$ cat config.mk
export PLATFORM = sky130hd
export DESIGN_NAME = bft_top
export DESIGN_NICKNAME = d
export VERILOG_FILES = /design/src/hw/bft_pkg.sv /design/src/hw/bft_top.sv /design/src/hw/bft_pickup.sv
export VERILOG_INCLUDE_DIRS = /design/src /design/src/hw
export SDC_FILE = /design/constraint.sdc
export NUM_CORES = 1
export LEC_CHECK = 0
export ABC_AREA = 1
export BUFFER_PORTS_ARGS = -buffer_cell sky130_fd_sc_hd__buf_4
export CAP_MARGIN = 20
export CORE_MARGIN = 4
export CORE_UTILIZATION = 55
export CTS_BUF_LIST = sky130_fd_sc_hd__clkbuf_16
export DETAILED_ROUTE_END_ITERATION = 8
export GPL_TIMING_DRIVEN = 0
export PLACE_DENSITY = 0.82
export SYNTH_ARGS = -nofsm -noshare
export SYNTH_HDL_FRONTEND = slang
export SYNTH_HIERARCHICAL = 1
export SYNTH_SLANG_ARGS = --single-unit
$ cat constraint.sdc
create_clock -name sys_clk -period 5.79 [get_ports sys_clk]
set_input_delay 0.2895 -clock sys_clk [delete_from_list [all_inputs] [get_ports sys_clk]]
set_output_delay 0.2895 -clock sys_clk [all_outputs]
set_load 0.1 [all_outputs]
$ cat src/hw/bft_defs.svh
`ifndef BFT_DEFS_SVH
`define BFT_DEFS_SVH
// ----------------------------------------------------------------
// scaling and timing
// ----------------------------------------------------------------
// magnitudes in units of 0.001 x nominal current
`define BFT_MAG_W 16
`define BFT_PH_STEP 16'd10
`define BFT_RES_STEP 16'd1
`define BFT_PH_DEF 16'd200
`define BFT_RES_DEF 16'd1200
// release ratio 97 percent: compare m*100 against thr*97
`define BFT_REL_NUM 8'd97
`define BFT_REL_DEN 8'd100
// delays in units of 5 ms program-cycle ticks
`define BFT_DLY_W 19
`define BFT_RETRIP_DEF 19'd20
`define BFT_FAIL_DEF 19'd40
`define BFT_TICK_NS 5000000
`define BFT_CLK_NS 25
// program cycle length in clocks
`define BFT_TICK_CYC (`BFT_TICK_NS / `BFT_CLK_NS)
`endif

$ cat src/hw/bft_pkg.sv
package bft_pkg;
  typedef enum logic [1:0] {
    BFT_RES_NONE = 2'h0,
    BFT_RES_FIRST = 2'h1,
    BFT_RES_SECOND = 2'h2,
    BFT_RES_CALC = 2'h3
  } bft_res_sel_t;
  // mode: bit0 current, bit1 signals, bit2 output relay; bit3 1=and 0=or
  typedef logic [3:0] bft_mode_t;
  typedef enum logic [5:0] {
    BFT_ST_NORMAL = 6'h01,
    BFT_ST_START = 6'h02,
    BFT_ST_RETRIP = 6'h04,
    BFT_ST_FAIL = 6'h08,
    BFT_ST_ON = 6'h10,
    BFT_ST_BLOCKED = 6'h20
  } bft_state_t;
  typedef enum logic [2:0] {
    BFT_FORCE_NONE = 3'h0,
    BFT_FORCE_START = 3'h1,
    BFT_FORCE_RETRIP = 3'h2,
    BFT_FORCE_FAIL = 3'h3,
    BFT_FORCE_BLOCKED = 3'h4
  } bft_force_t;
endpackage : bft_pkg

$ cat src/hw/bft_top.sv
`timescale 1ns/1ps
`default_nettype none
`include "bft_defs.svh"
module bft_top #(
  parameter int MAG_W = `BFT_MAG_W,
  parameter int DLY_W = `BFT_DLY_W,
  parameter int NSIG = 8,
  parameter int TICK_CYC = `BFT_TICK_CYC
) (
  input wire logic sys_clk, // 40 MHz clock
  input wire logic reset, // sync reset, active high
  input wire logic [MAG_W-1:0] phase_a_mag, // phase magnitudes
  input wire logic [MAG_W-1:0] phase_b_mag, // in 0.001 nominal
  input wire logic [MAG_W-1:0] phase_c_mag, // units
  input wire logic [MAG_W-1:0] first_residual_input, // residual 1
  input wire logic [MAG_W-1:0] second_residual_input, // residual 2
  input wire logic [MAG_W-1:0] calculated_residual, // from phases
  input wire logic [1:0] residual_source_select, // bft_res_sel_t
  input wire logic [3:0] mode_select, // bft_mode_t
  input wire logic [MAG_W-1:0] phase_pickup_threshold, // 10 per step
  input wire logic [MAG_W-1:0] residual_pickup_threshold, // 1 per step
  input wire logic retrip_enable, // retrip in use
  input wire logic [DLY_W-1:0] second_coil_delay, // retrip, ticks
  input wire logic [DLY_W-1:0] failure_delay, // failure, ticks
  input wire logic [NSIG-1:0] trip_signals, // protection trip events
  input wire logic [NSIG-1:0] signal_select, // which trips count
  input wire logic relay_monitor, // monitored output relay
  input wire logic block_in, // blocking input
  input wire logic [2:0] force_status, // bft_force_t
  output logic start_out, // start
  output logic retrip_out, // second coil
  output logic breaker_failure_output, // upstream trip
  output logic blocked_out, // blocked indication
  output logic [5:0] condition, // bft_state_t
  output logic tick_out // program cycle strobe
);
  localparam int TCW = $clog2(TICK_CYC);
  initial begin
    if (TICK_CYC < 2 || MAG_W < 11 || DLY_W < 2 || NSIG < 1)
      $error("bft_top: unsupported parameter values");
  end
  // ----------------------------------------------------------------
  // state
  // ----------------------------------------------------------------
  typedef struct packed {
    logic [TCW-1:0] tdiv;
    logic tick;
    logic [DLY_W-1:0] rt_cnt;
    logic [DLY_W-1:0] bf_cnt;
    logic start;
    logic retrip;
    logic fail;
    logic blocked;
    logic [5:0] cond;
  } bft_st_t;
  bft_st_t st_r;
  bft_st_t st_nxt;
  logic [MAG_W-1:0] res_mag;
  logic [3:0] pu_ph;
  logic cur_pu;
  logic sig_act;
  logic pickup;
  logic run;
  logic mode_and;
  bft_pkg::bft_mode_t md;

  function automatic logic [DLY_W-1:0] sat_inc(input logic [DLY_W-1:0] v);
    sat_inc = (&v) ? v : v + 1'b1;
  endfunction : sat_inc

  always_comb begin
    case (bft_pkg::bft_res_sel_t'(residual_source_select))
      bft_pkg::BFT_RES_FIRST: res_mag = first_residual_input;
      bft_pkg::BFT_RES_SECOND: res_mag = second_residual_input;
      bft_pkg::BFT_RES_CALC: res_mag = calculated_residual;
      default: res_mag = '0;
    endcase
  end
  // ----------------------------------------------------------------
  // current pick-up, common phase threshold
  // ----------------------------------------------------------------
  bft_pickup #(.MAG_W(MAG_W)) u_pa (.sys_clk(sys_clk), .reset(reset),
    .tick(st_r.tick), .mag(phase_a_mag), .thr(phase_pickup_threshold),
    .picked(pu_ph[0]));
  bft_pickup #(.MAG_W(MAG_W)) u_pb (.sys_clk(sys_clk), .reset(reset),
    .tick(st_r.tick), .mag(phase_b_mag), .thr(phase_pickup_threshold),
    .picked(pu_ph[1]));
  bft_pickup #(.MAG_W(MAG_W)) u_pc (.sys_clk(sys_clk), .reset(reset),
    .tick(st_r.tick), .mag(phase_c_mag), .thr(phase_pickup_threshold),
    .picked(pu_ph[2]));
  bft_pickup #(.MAG_W(MAG_W)) u_pr (.sys_clk(sys_clk), .reset(reset),
    .tick(st_r.tick), .mag(res_mag), .thr(residual_pickup_threshold),
    .picked(pu_ph[3]));
  // unused residual source must never pick up, even at a zero threshold
  assign cur_pu = |pu_ph[2:0] |
    (pu_ph[3] && residual_source_select != bft_pkg::BFT_RES_NONE);
  // ----------------------------------------------------------------
  // operating mode combination
  // ----------------------------------------------------------------
  assign md = bft_pkg::bft_mode_t'(mode_select);
  assign mode_and = md[3];
  assign sig_act = md[1] && |(trip_signals & signal_select);
  always_comb begin
    if (md[2:0] == 3'h0)
      pickup = cur_pu;
    else if (mode_and)
      pickup = (!md[0] || cur_pu) && (!md[1] || sig_act) &&
               (!md[2] || relay_monitor);
    else
      pickup = (md[0] && cur_pu) || sig_act || (md[2] && relay_monitor);
  end
  assign run = pickup && !block_in;
  // ----------------------------------------------------------------
  // program cycle and timers
  // ----------------------------------------------------------------
  always_comb begin
    st_nxt = st_r;
    st_nxt.tick = 1'b0;
    if (st_r.tdiv == TCW'(TICK_CYC - 1)) begin
      st_nxt.tdiv = '0;
      st_nxt.tick = 1'b1;
    end else begin
      st_nxt.tdiv = st_r.tdiv + 1'b1;
    end
    if (st_r.tick) begin
      st_nxt.blocked = pickup && block_in;
      if (run) begin
        st_nxt.start = 1'b1;
        st_nxt.rt_cnt = sat_inc(st_r.rt_cnt);
        st_nxt.bf_cnt = sat_inc(st_r.bf_cnt);
        st_nxt.retrip = retrip_enable &&
          sat_inc(st_r.rt_cnt) >= second_coil_delay;
        st_nxt.fail = sat_inc(st_r.bf_cnt) >= failure_delay;
      end else begin
        st_nxt.start = 1'b0;
        st_nxt.retrip = 1'b0;
        st_nxt.fail = 1'b0;
        st_nxt.rt_cnt = '0;
        st_nxt.bf_cnt = '0;
      end
    end
    if (!retrip_enable)
      st_nxt.retrip = 1'b0;
    // status for display; forcing overrides outputs
    case (bft_pkg::bft_force_t'(force_status))
      bft_pkg::BFT_FORCE_START: begin
        st_nxt.start = 1'b1;
        st_nxt.retrip = 1'b0;
        st_nxt.fail = 1'b0;
        st_nxt.blocked = 1'b0;
      end
      bft_pkg::BFT_FORCE_RETRIP: begin
        st_nxt.start = 1'b1;
        st_nxt.retrip = retrip_enable;
        st_nxt.fail = 1'b0;
        st_nxt.blocked = 1'b0;
      end
      bft_pkg::BFT_FORCE_FAIL: begin
        st_nxt.start = 1'b1;
        st_nxt.fail = 1'b1;
        st_nxt.blocked = 1'b0;
      end
      bft_pkg::BFT_FORCE_BLOCKED: begin
        st_nxt.start = 1'b0;
        st_nxt.retrip = 1'b0;
        st_nxt.fail = 1'b0;
        st_nxt.blocked = 1'b1;
      end
      default: ;
    endcase
    if (st_nxt.blocked)
      st_nxt.cond = bft_pkg::BFT_ST_BLOCKED;
    else if (st_nxt.fail)
      st_nxt.cond = bft_pkg::BFT_ST_FAIL;
    else if (st_nxt.retrip)
      st_nxt.cond = bft_pkg::BFT_ST_RETRIP;
    else if (st_nxt.start)
      st_nxt.cond = bft_pkg::BFT_ST_START;
    else if (pickup)
      st_nxt.cond = bft_pkg::BFT_ST_ON;
    else
      st_nxt.cond = bft_pkg::BFT_ST_NORMAL;
  end
  always_ff @(posedge sys_clk) begin
    if (reset) begin
      st_r <= '0;
      st_r.cond <= bft_pkg::BFT_ST_NORMAL;
    end else begin
      st_r <= st_nxt;
    end
  end
  assign start_out = st_r.start;
  assign retrip_out = st_r.retrip;
  assign breaker_failure_output = st_r.fail;
  assign blocked_out = st_r.blocked;
  assign condition = st_r.cond;
  assign tick_out = st_r.tick;
  // ----------------------------------------------------------------
  // checks
  // ----------------------------------------------------------------
  a_block_clears: assert property (@(posedge sys_clk) disable iff (reset)
    (st_r.tick && block_in && force_status == 3'h0) |=> !start_out)
    else $error("start stayed up under blocking");
  a_block_flag: assert property (@(posedge sys_clk) disable iff (reset)
    (st_r.tick && pickup && block_in && force_status == 3'h0)
    |=> blocked_out)
    else $error("blocked indication missing");
  a_run_starts: assert property (@(posedge sys_clk) disable iff (reset)
    (st_r.tick && run && force_status == 3'h0) |=> start_out)
    else $error("start missing on unblocked pick-up");
  a_retrip_off: assert property (@(posedge sys_clk) disable iff (reset)
    !retrip_enable |=> !retrip_out)
    else $error("retrip output while disabled");
  a_retrip_time: assert property (@(posedge sys_clk) disable iff (reset)
    (st_r.tick && run && retrip_enable && force_status == 3'h0 &&
     st_r.rt_cnt + 1'b1 >= second_coil_delay && !(&st_r.rt_cnt))
    |=> retrip_out)
    else $error("retrip late");
  a_fail_time: assert property (@(posedge sys_clk) disable iff (reset)
    (breaker_failure_output && force_status == 3'h0)
    |-> st_r.bf_cnt >= failure_delay)
    else $error("failure output before its delay");
  a_idle_reset: assert property (@(posedge sys_clk) disable iff (reset)
    (st_r.tick && !run) |=> (st_r.rt_cnt == '0 && st_r.bf_cnt == '0))
    else $error("timers not reset on release");
  a_tick_period: assert property (@(posedge sys_clk) disable iff (reset)
    st_r.tick |=> !st_r.tick [*1] ##0 st_r.tdiv == TCW'(1))
    else $error("program cycle strobe irregular");
  a_halt_and: assert property (@(posedge sys_clk) disable iff (reset)
    (st_r.tick && md == 4'hd && !relay_monitor)
    |=> st_r.bf_cnt == '0)
    else $error("timer ran without monitored trip");
  // release paths checked for and mode 4'hd and or mode 4'h5: a wrong and/or split shows here first
  a_and_release: assert property (@(posedge sys_clk) disable iff (reset)
    (st_r.tick && md == 4'hd && (!cur_pu || !relay_monitor) &&
     force_status == 3'h0) |=> !start_out)
    else $error("and mode kept start after release");
  a_or_release: assert property (@(posedge sys_clk) disable iff (reset)
    (st_r.tick && md == 4'h5 && !cur_pu && !relay_monitor &&
     force_status == 3'h0) |=> !start_out)
    else $error("or mode kept start after release");
  a_sig_mask: assert property (@(posedge sys_clk) disable iff (reset)
    (st_r.tick && md == 4'h2 && !(|(trip_signals & signal_select)) &&
     force_status == 3'h0) |=> !start_out)
    else $error("unselected trip event started timing");
  a_cond_onehot: assert property (@(posedge sys_clk) disable iff (reset)
    $onehot(condition))
    else $error("condition status not one-hot");
  a_block_excl: assert property (@(posedge sys_clk) disable iff (reset)
    !(blocked_out && start_out))
    else $error("blocked and start together");
  a_fail_start: assert property (@(posedge sys_clk) disable iff (reset)
    breaker_failure_output |-> start_out)
    else $error("failure output without start");
  a_force_block: assert property (@(posedge sys_clk) disable iff (reset)
    (force_status == bft_pkg::BFT_FORCE_BLOCKED) |=>
    (blocked_out && !start_out && condition == bft_pkg::BFT_ST_BLOCKED))
    else $error("forced blocked status not applied");
  a_force_fail: assert property (@(posedge sys_clk) disable iff (reset)
    (force_status == bft_pkg::BFT_FORCE_FAIL) |=>
    (breaker_failure_output && start_out))
    else $error("forced failure status not applied");
endmodule : bft_top
`default_nettype wire

$ cat src/hw/bft_pickup.sv
`timescale 1ns/1ps
`default_nettype none
`include "bft_defs.svh"
// ----------------------------------------------------------------
// one threshold comparator with 97 percent release hysteresis
// ----------------------------------------------------------------
module bft_pickup #(
  parameter int MAG_W = `BFT_MAG_W
) (
  input wire logic sys_clk, // clock
  input wire logic reset, // sync reset
  input wire logic tick, // program cycle strobe
  input wire logic [MAG_W-1:0] mag, // measured magnitude
  input wire logic [MAG_W-1:0] thr, // threshold
  output logic picked // pick-up level
);
  typedef struct packed {
    logic picked;
  } bft_pu_t;
  bft_pu_t st_r;
  bft_pu_t st_nxt;
  logic [MAG_W+7:0] m_scaled;
  logic [MAG_W+7:0] t_scaled;
  assign m_scaled = {8'h00, mag} * `BFT_REL_DEN;
  assign t_scaled = {8'h00, thr} * `BFT_REL_NUM;
  always_comb begin
    st_nxt = st_r;
    if (tick) begin
      if (mag > thr)
        st_nxt.picked = 1'b1;
      else if (m_scaled < t_scaled)
        st_nxt.picked = 1'b0;
    end
  end
  always_ff @(posedge sys_clk) begin
    if (reset)
      st_r <= '0;
    else
      st_r <= st_nxt;
  end
  assign picked = st_r.picked;
  a_release_hyst: assert property (@(posedge sys_clk) disable iff (reset)
    (tick && picked && m_scaled >= t_scaled) |=> picked)
    else $error("pick-up released above the release level");
endmodule : bft_pickup
`default_nettype wire

==> run metrics <==
status=complete, no violations; Cell Count, Final, Fillers Out=3987; share of the synthesized area in the top cell type=a little under two fifths; placed insts=3968; worst slew pin tran=529 ps; vias in the first global route=approximately 19000; CP top delay family=adder cells; Post-synth EDFFs=0; Setup Skew=roughly 9 ps; ranking of synthesized cells by area=ha_1, nand2_1, inv_1; worst reg2reg path depth=21; most frequent cells in the layout=nand2_1, ha_1, inv_1; met2 wire length=23900 um; CTS Hold Bufs=0; GR Util All Layers=a little under a quarter; Async SR Flop Fraction=0%; Die X-Extent=about 210 um; post-route ant nets=0; Area Growth Syn to Fin=11.0%; Seq/Total Area, Yosys=6.20%; worst stage delay on the critical path=510 ps; Post-Route M1 WL=24500 um; cell accounting for the most synthesized area=ha_1; placed instance area=24900 um^2; worst skew pair latency=340 ps; Root Buffer=clkbuf_16; worst hold path class=input pin to flip-flop; Die ar.=44400 um^2; Final Hold Fails=0; DR top layer=met4; Die Ht=211 um; initial antenna violation count=4; post-cts resize count=0; Tcrit/Tclk final=82.0%; routability cong.=0.951; number of library cell types mapped by synthesis=49; CTS tree=yes; core area=between 40000 and 50000 um^2; Via-to-Cell Ratio=5.10; IO Pins=207; Setup crit start=residual_source_select[0]; Nets=4396; CP Depth=25; Post CTS Setup Buffer Count=0; design area=roughly 25000 um^2; drt pass-1 iters=6; Max IR drop VDD=0.000125 V; # Max-Cap Violations=0; total CTS buffers=9; Worst EP required=6060 ps; post-synthesis register bit count=70; worst r2r src=st_r[10]$_SDFFE_PP0P_; Initial Util=55.5%; Buffers on Ports=206; Site Rows=74; post-route setup TNS=0 ps; Vias=20300; Iteration-0 DRC Markers=841; pin count of the biggest net entering global routing=13; Final Power=0.00523 W; deepest clock path buffer count=2; Hold Crit Depth=2; Slew Limit Fails=0; CP max FO=10; fmax=between 0.2 and 0.25 GHz; CTS H-tree lvls=3; met3 routed wirelength=1850 um; slowest CP cell=fa_1; CTS Sinks=70; RSZ-0062 raised after global routing=false; Synth warnings=6; Final min period=approximately 4700 ps; Setup crit start kind=input pin; WS Path Type=input pin to flip-flop; Leak=around 15 nW; crit path capture type=flip-flop; Critical Path AT=5010 ps; PD cells=208 nW/um^2; Max transition margin=64.7%; Buf+Inv Stages, Crit Path=4; layout cells sized above 1=between 10% and 20%; gate count of the mapped netlist=approximately 3200; # setup viols final=0; Synth Cell Area=~23000 um^2; final WL=51000 um; wire per inst=12.8 um; HP Start=reset; CTS clk-pin slew, worst paths=about 50 ps; Final Core Density=approximately three fifths; first-pass GRT wire length=86200 um; most common cell after layout, fill and taps aside=nand2_1; Top FF cell, synth=dfxtp_1; post-DP HPWL=44800 um; syn avg cell area=between 7 and 8 um^2; Crit path top cell by count=nand2_1; Synth Net Count=4178; grt total ovfl=0; Post-route DRC=0
==> final cells by class <==
cell class	count	area (um^2)
multi-input combinational	2478	18600
antenna	4	10.0
clock buffer	9	225
inverter	659	2470
sequential	70	1400
timing repair buffer	207	1570
tap	532	666
clock inverter	6	23.8
fill	3801	15600
buffer	22	109
==> Yosys cell counts, types with 3 or more instances <==
library cell  number
nand2_1          754
ha_1             677
inv_1            642
a21oi_1          236
nor2_1           186
nand3_1          110
fa_1              76
dfxtp_1           70
xor2_1            68
xnor2_1           51
o21ai_0           45
nand2_2           37
nand4_1           37
a21o_1            26
nor3_1            17
inv_2             16
nand2_4           16
a31oi_1           13
clkbuf_1          13
nand3b_1          13
o21ai_1           13
o21a_1            11
nor3_2             9
a21oi_2            8
nor4_1             8
o21ai_2            8
o21bai_1           8
o31ai_1            8
buf_4              6
nand3_2            5
nor2_4             5
and2_1             4
nor2_2             4
a21boi_0           3
a21boi_2           3
buf_2              3
nor3_4             3
nor4_2             3
==> report_power, final <==
part,switching (W),internal [W],leakage [nW]
clock,0.000196,0.000279,0.134
combinational,0.00253,0.00174,14.1
sequential,0.00000257,0.000487,0.565
==> kinds of logic after synthesis <==
| kind of cell | synth area share (%) |
|---|---|
| buffers and inverters | 11.4 |
| xor gates and xnor gates | 4.75 |
| muxes | 0.0443 |
| adders and majority gates | 44.2 |
| and+or+nand+nor | 23.8 |
| DFF | 6.20 |
| AOI/OAI and AO/OA | 9.66 |
==> per-layer routing <==
layer | vias up | track usage [%]
met4 | 0 | 4.45
met2 | 319 | 39.2
met1 | 9092 | 31.3
met5 | - | 0
li1 | 10900 | -
met3 | 52 | 1.99
==> worst paths after layout <==
path	slack, ps	end
setup reg to reg	2340	condition[4]$_SDFF_PP0_
hold reg to reg	450	st_r[49]$_SDFF_PP0_
setup / recovery	1040	u_pr/picked$_SDFFE_PP0P_
hold / removal	200	u_pr/picked$_SDFFE_PP0P_
==> stage by stage <==
step / worst slack, ps / hold slack [ps]
3_5_place_dp: 768 / 442
5_1_grt: 592 / 210
4_1_cts: 1110 / 197
3_3_place_gp: 754 / 430
6_report: 1040 / 205
2_1_floorplan: 1630 / 359
==> state kept, by name, indices dropped and copies added (netlist names) <==
| register | cells |
|---|---|
| u_pr/picked | 1 |
| u_pc/picked | 1 |
| u_pb/picked | 1 |
| tick_out | 1 |
| retrip_out | 1 |
| u_pa/picked | 1 |
| st_r | 56 |
| blocked_out | 1 |
| start_out | 1 |
| condition | 5 |
| breaker_failure_output | 1 |
No activity file was read; power rests on OpenSTA's default activity.
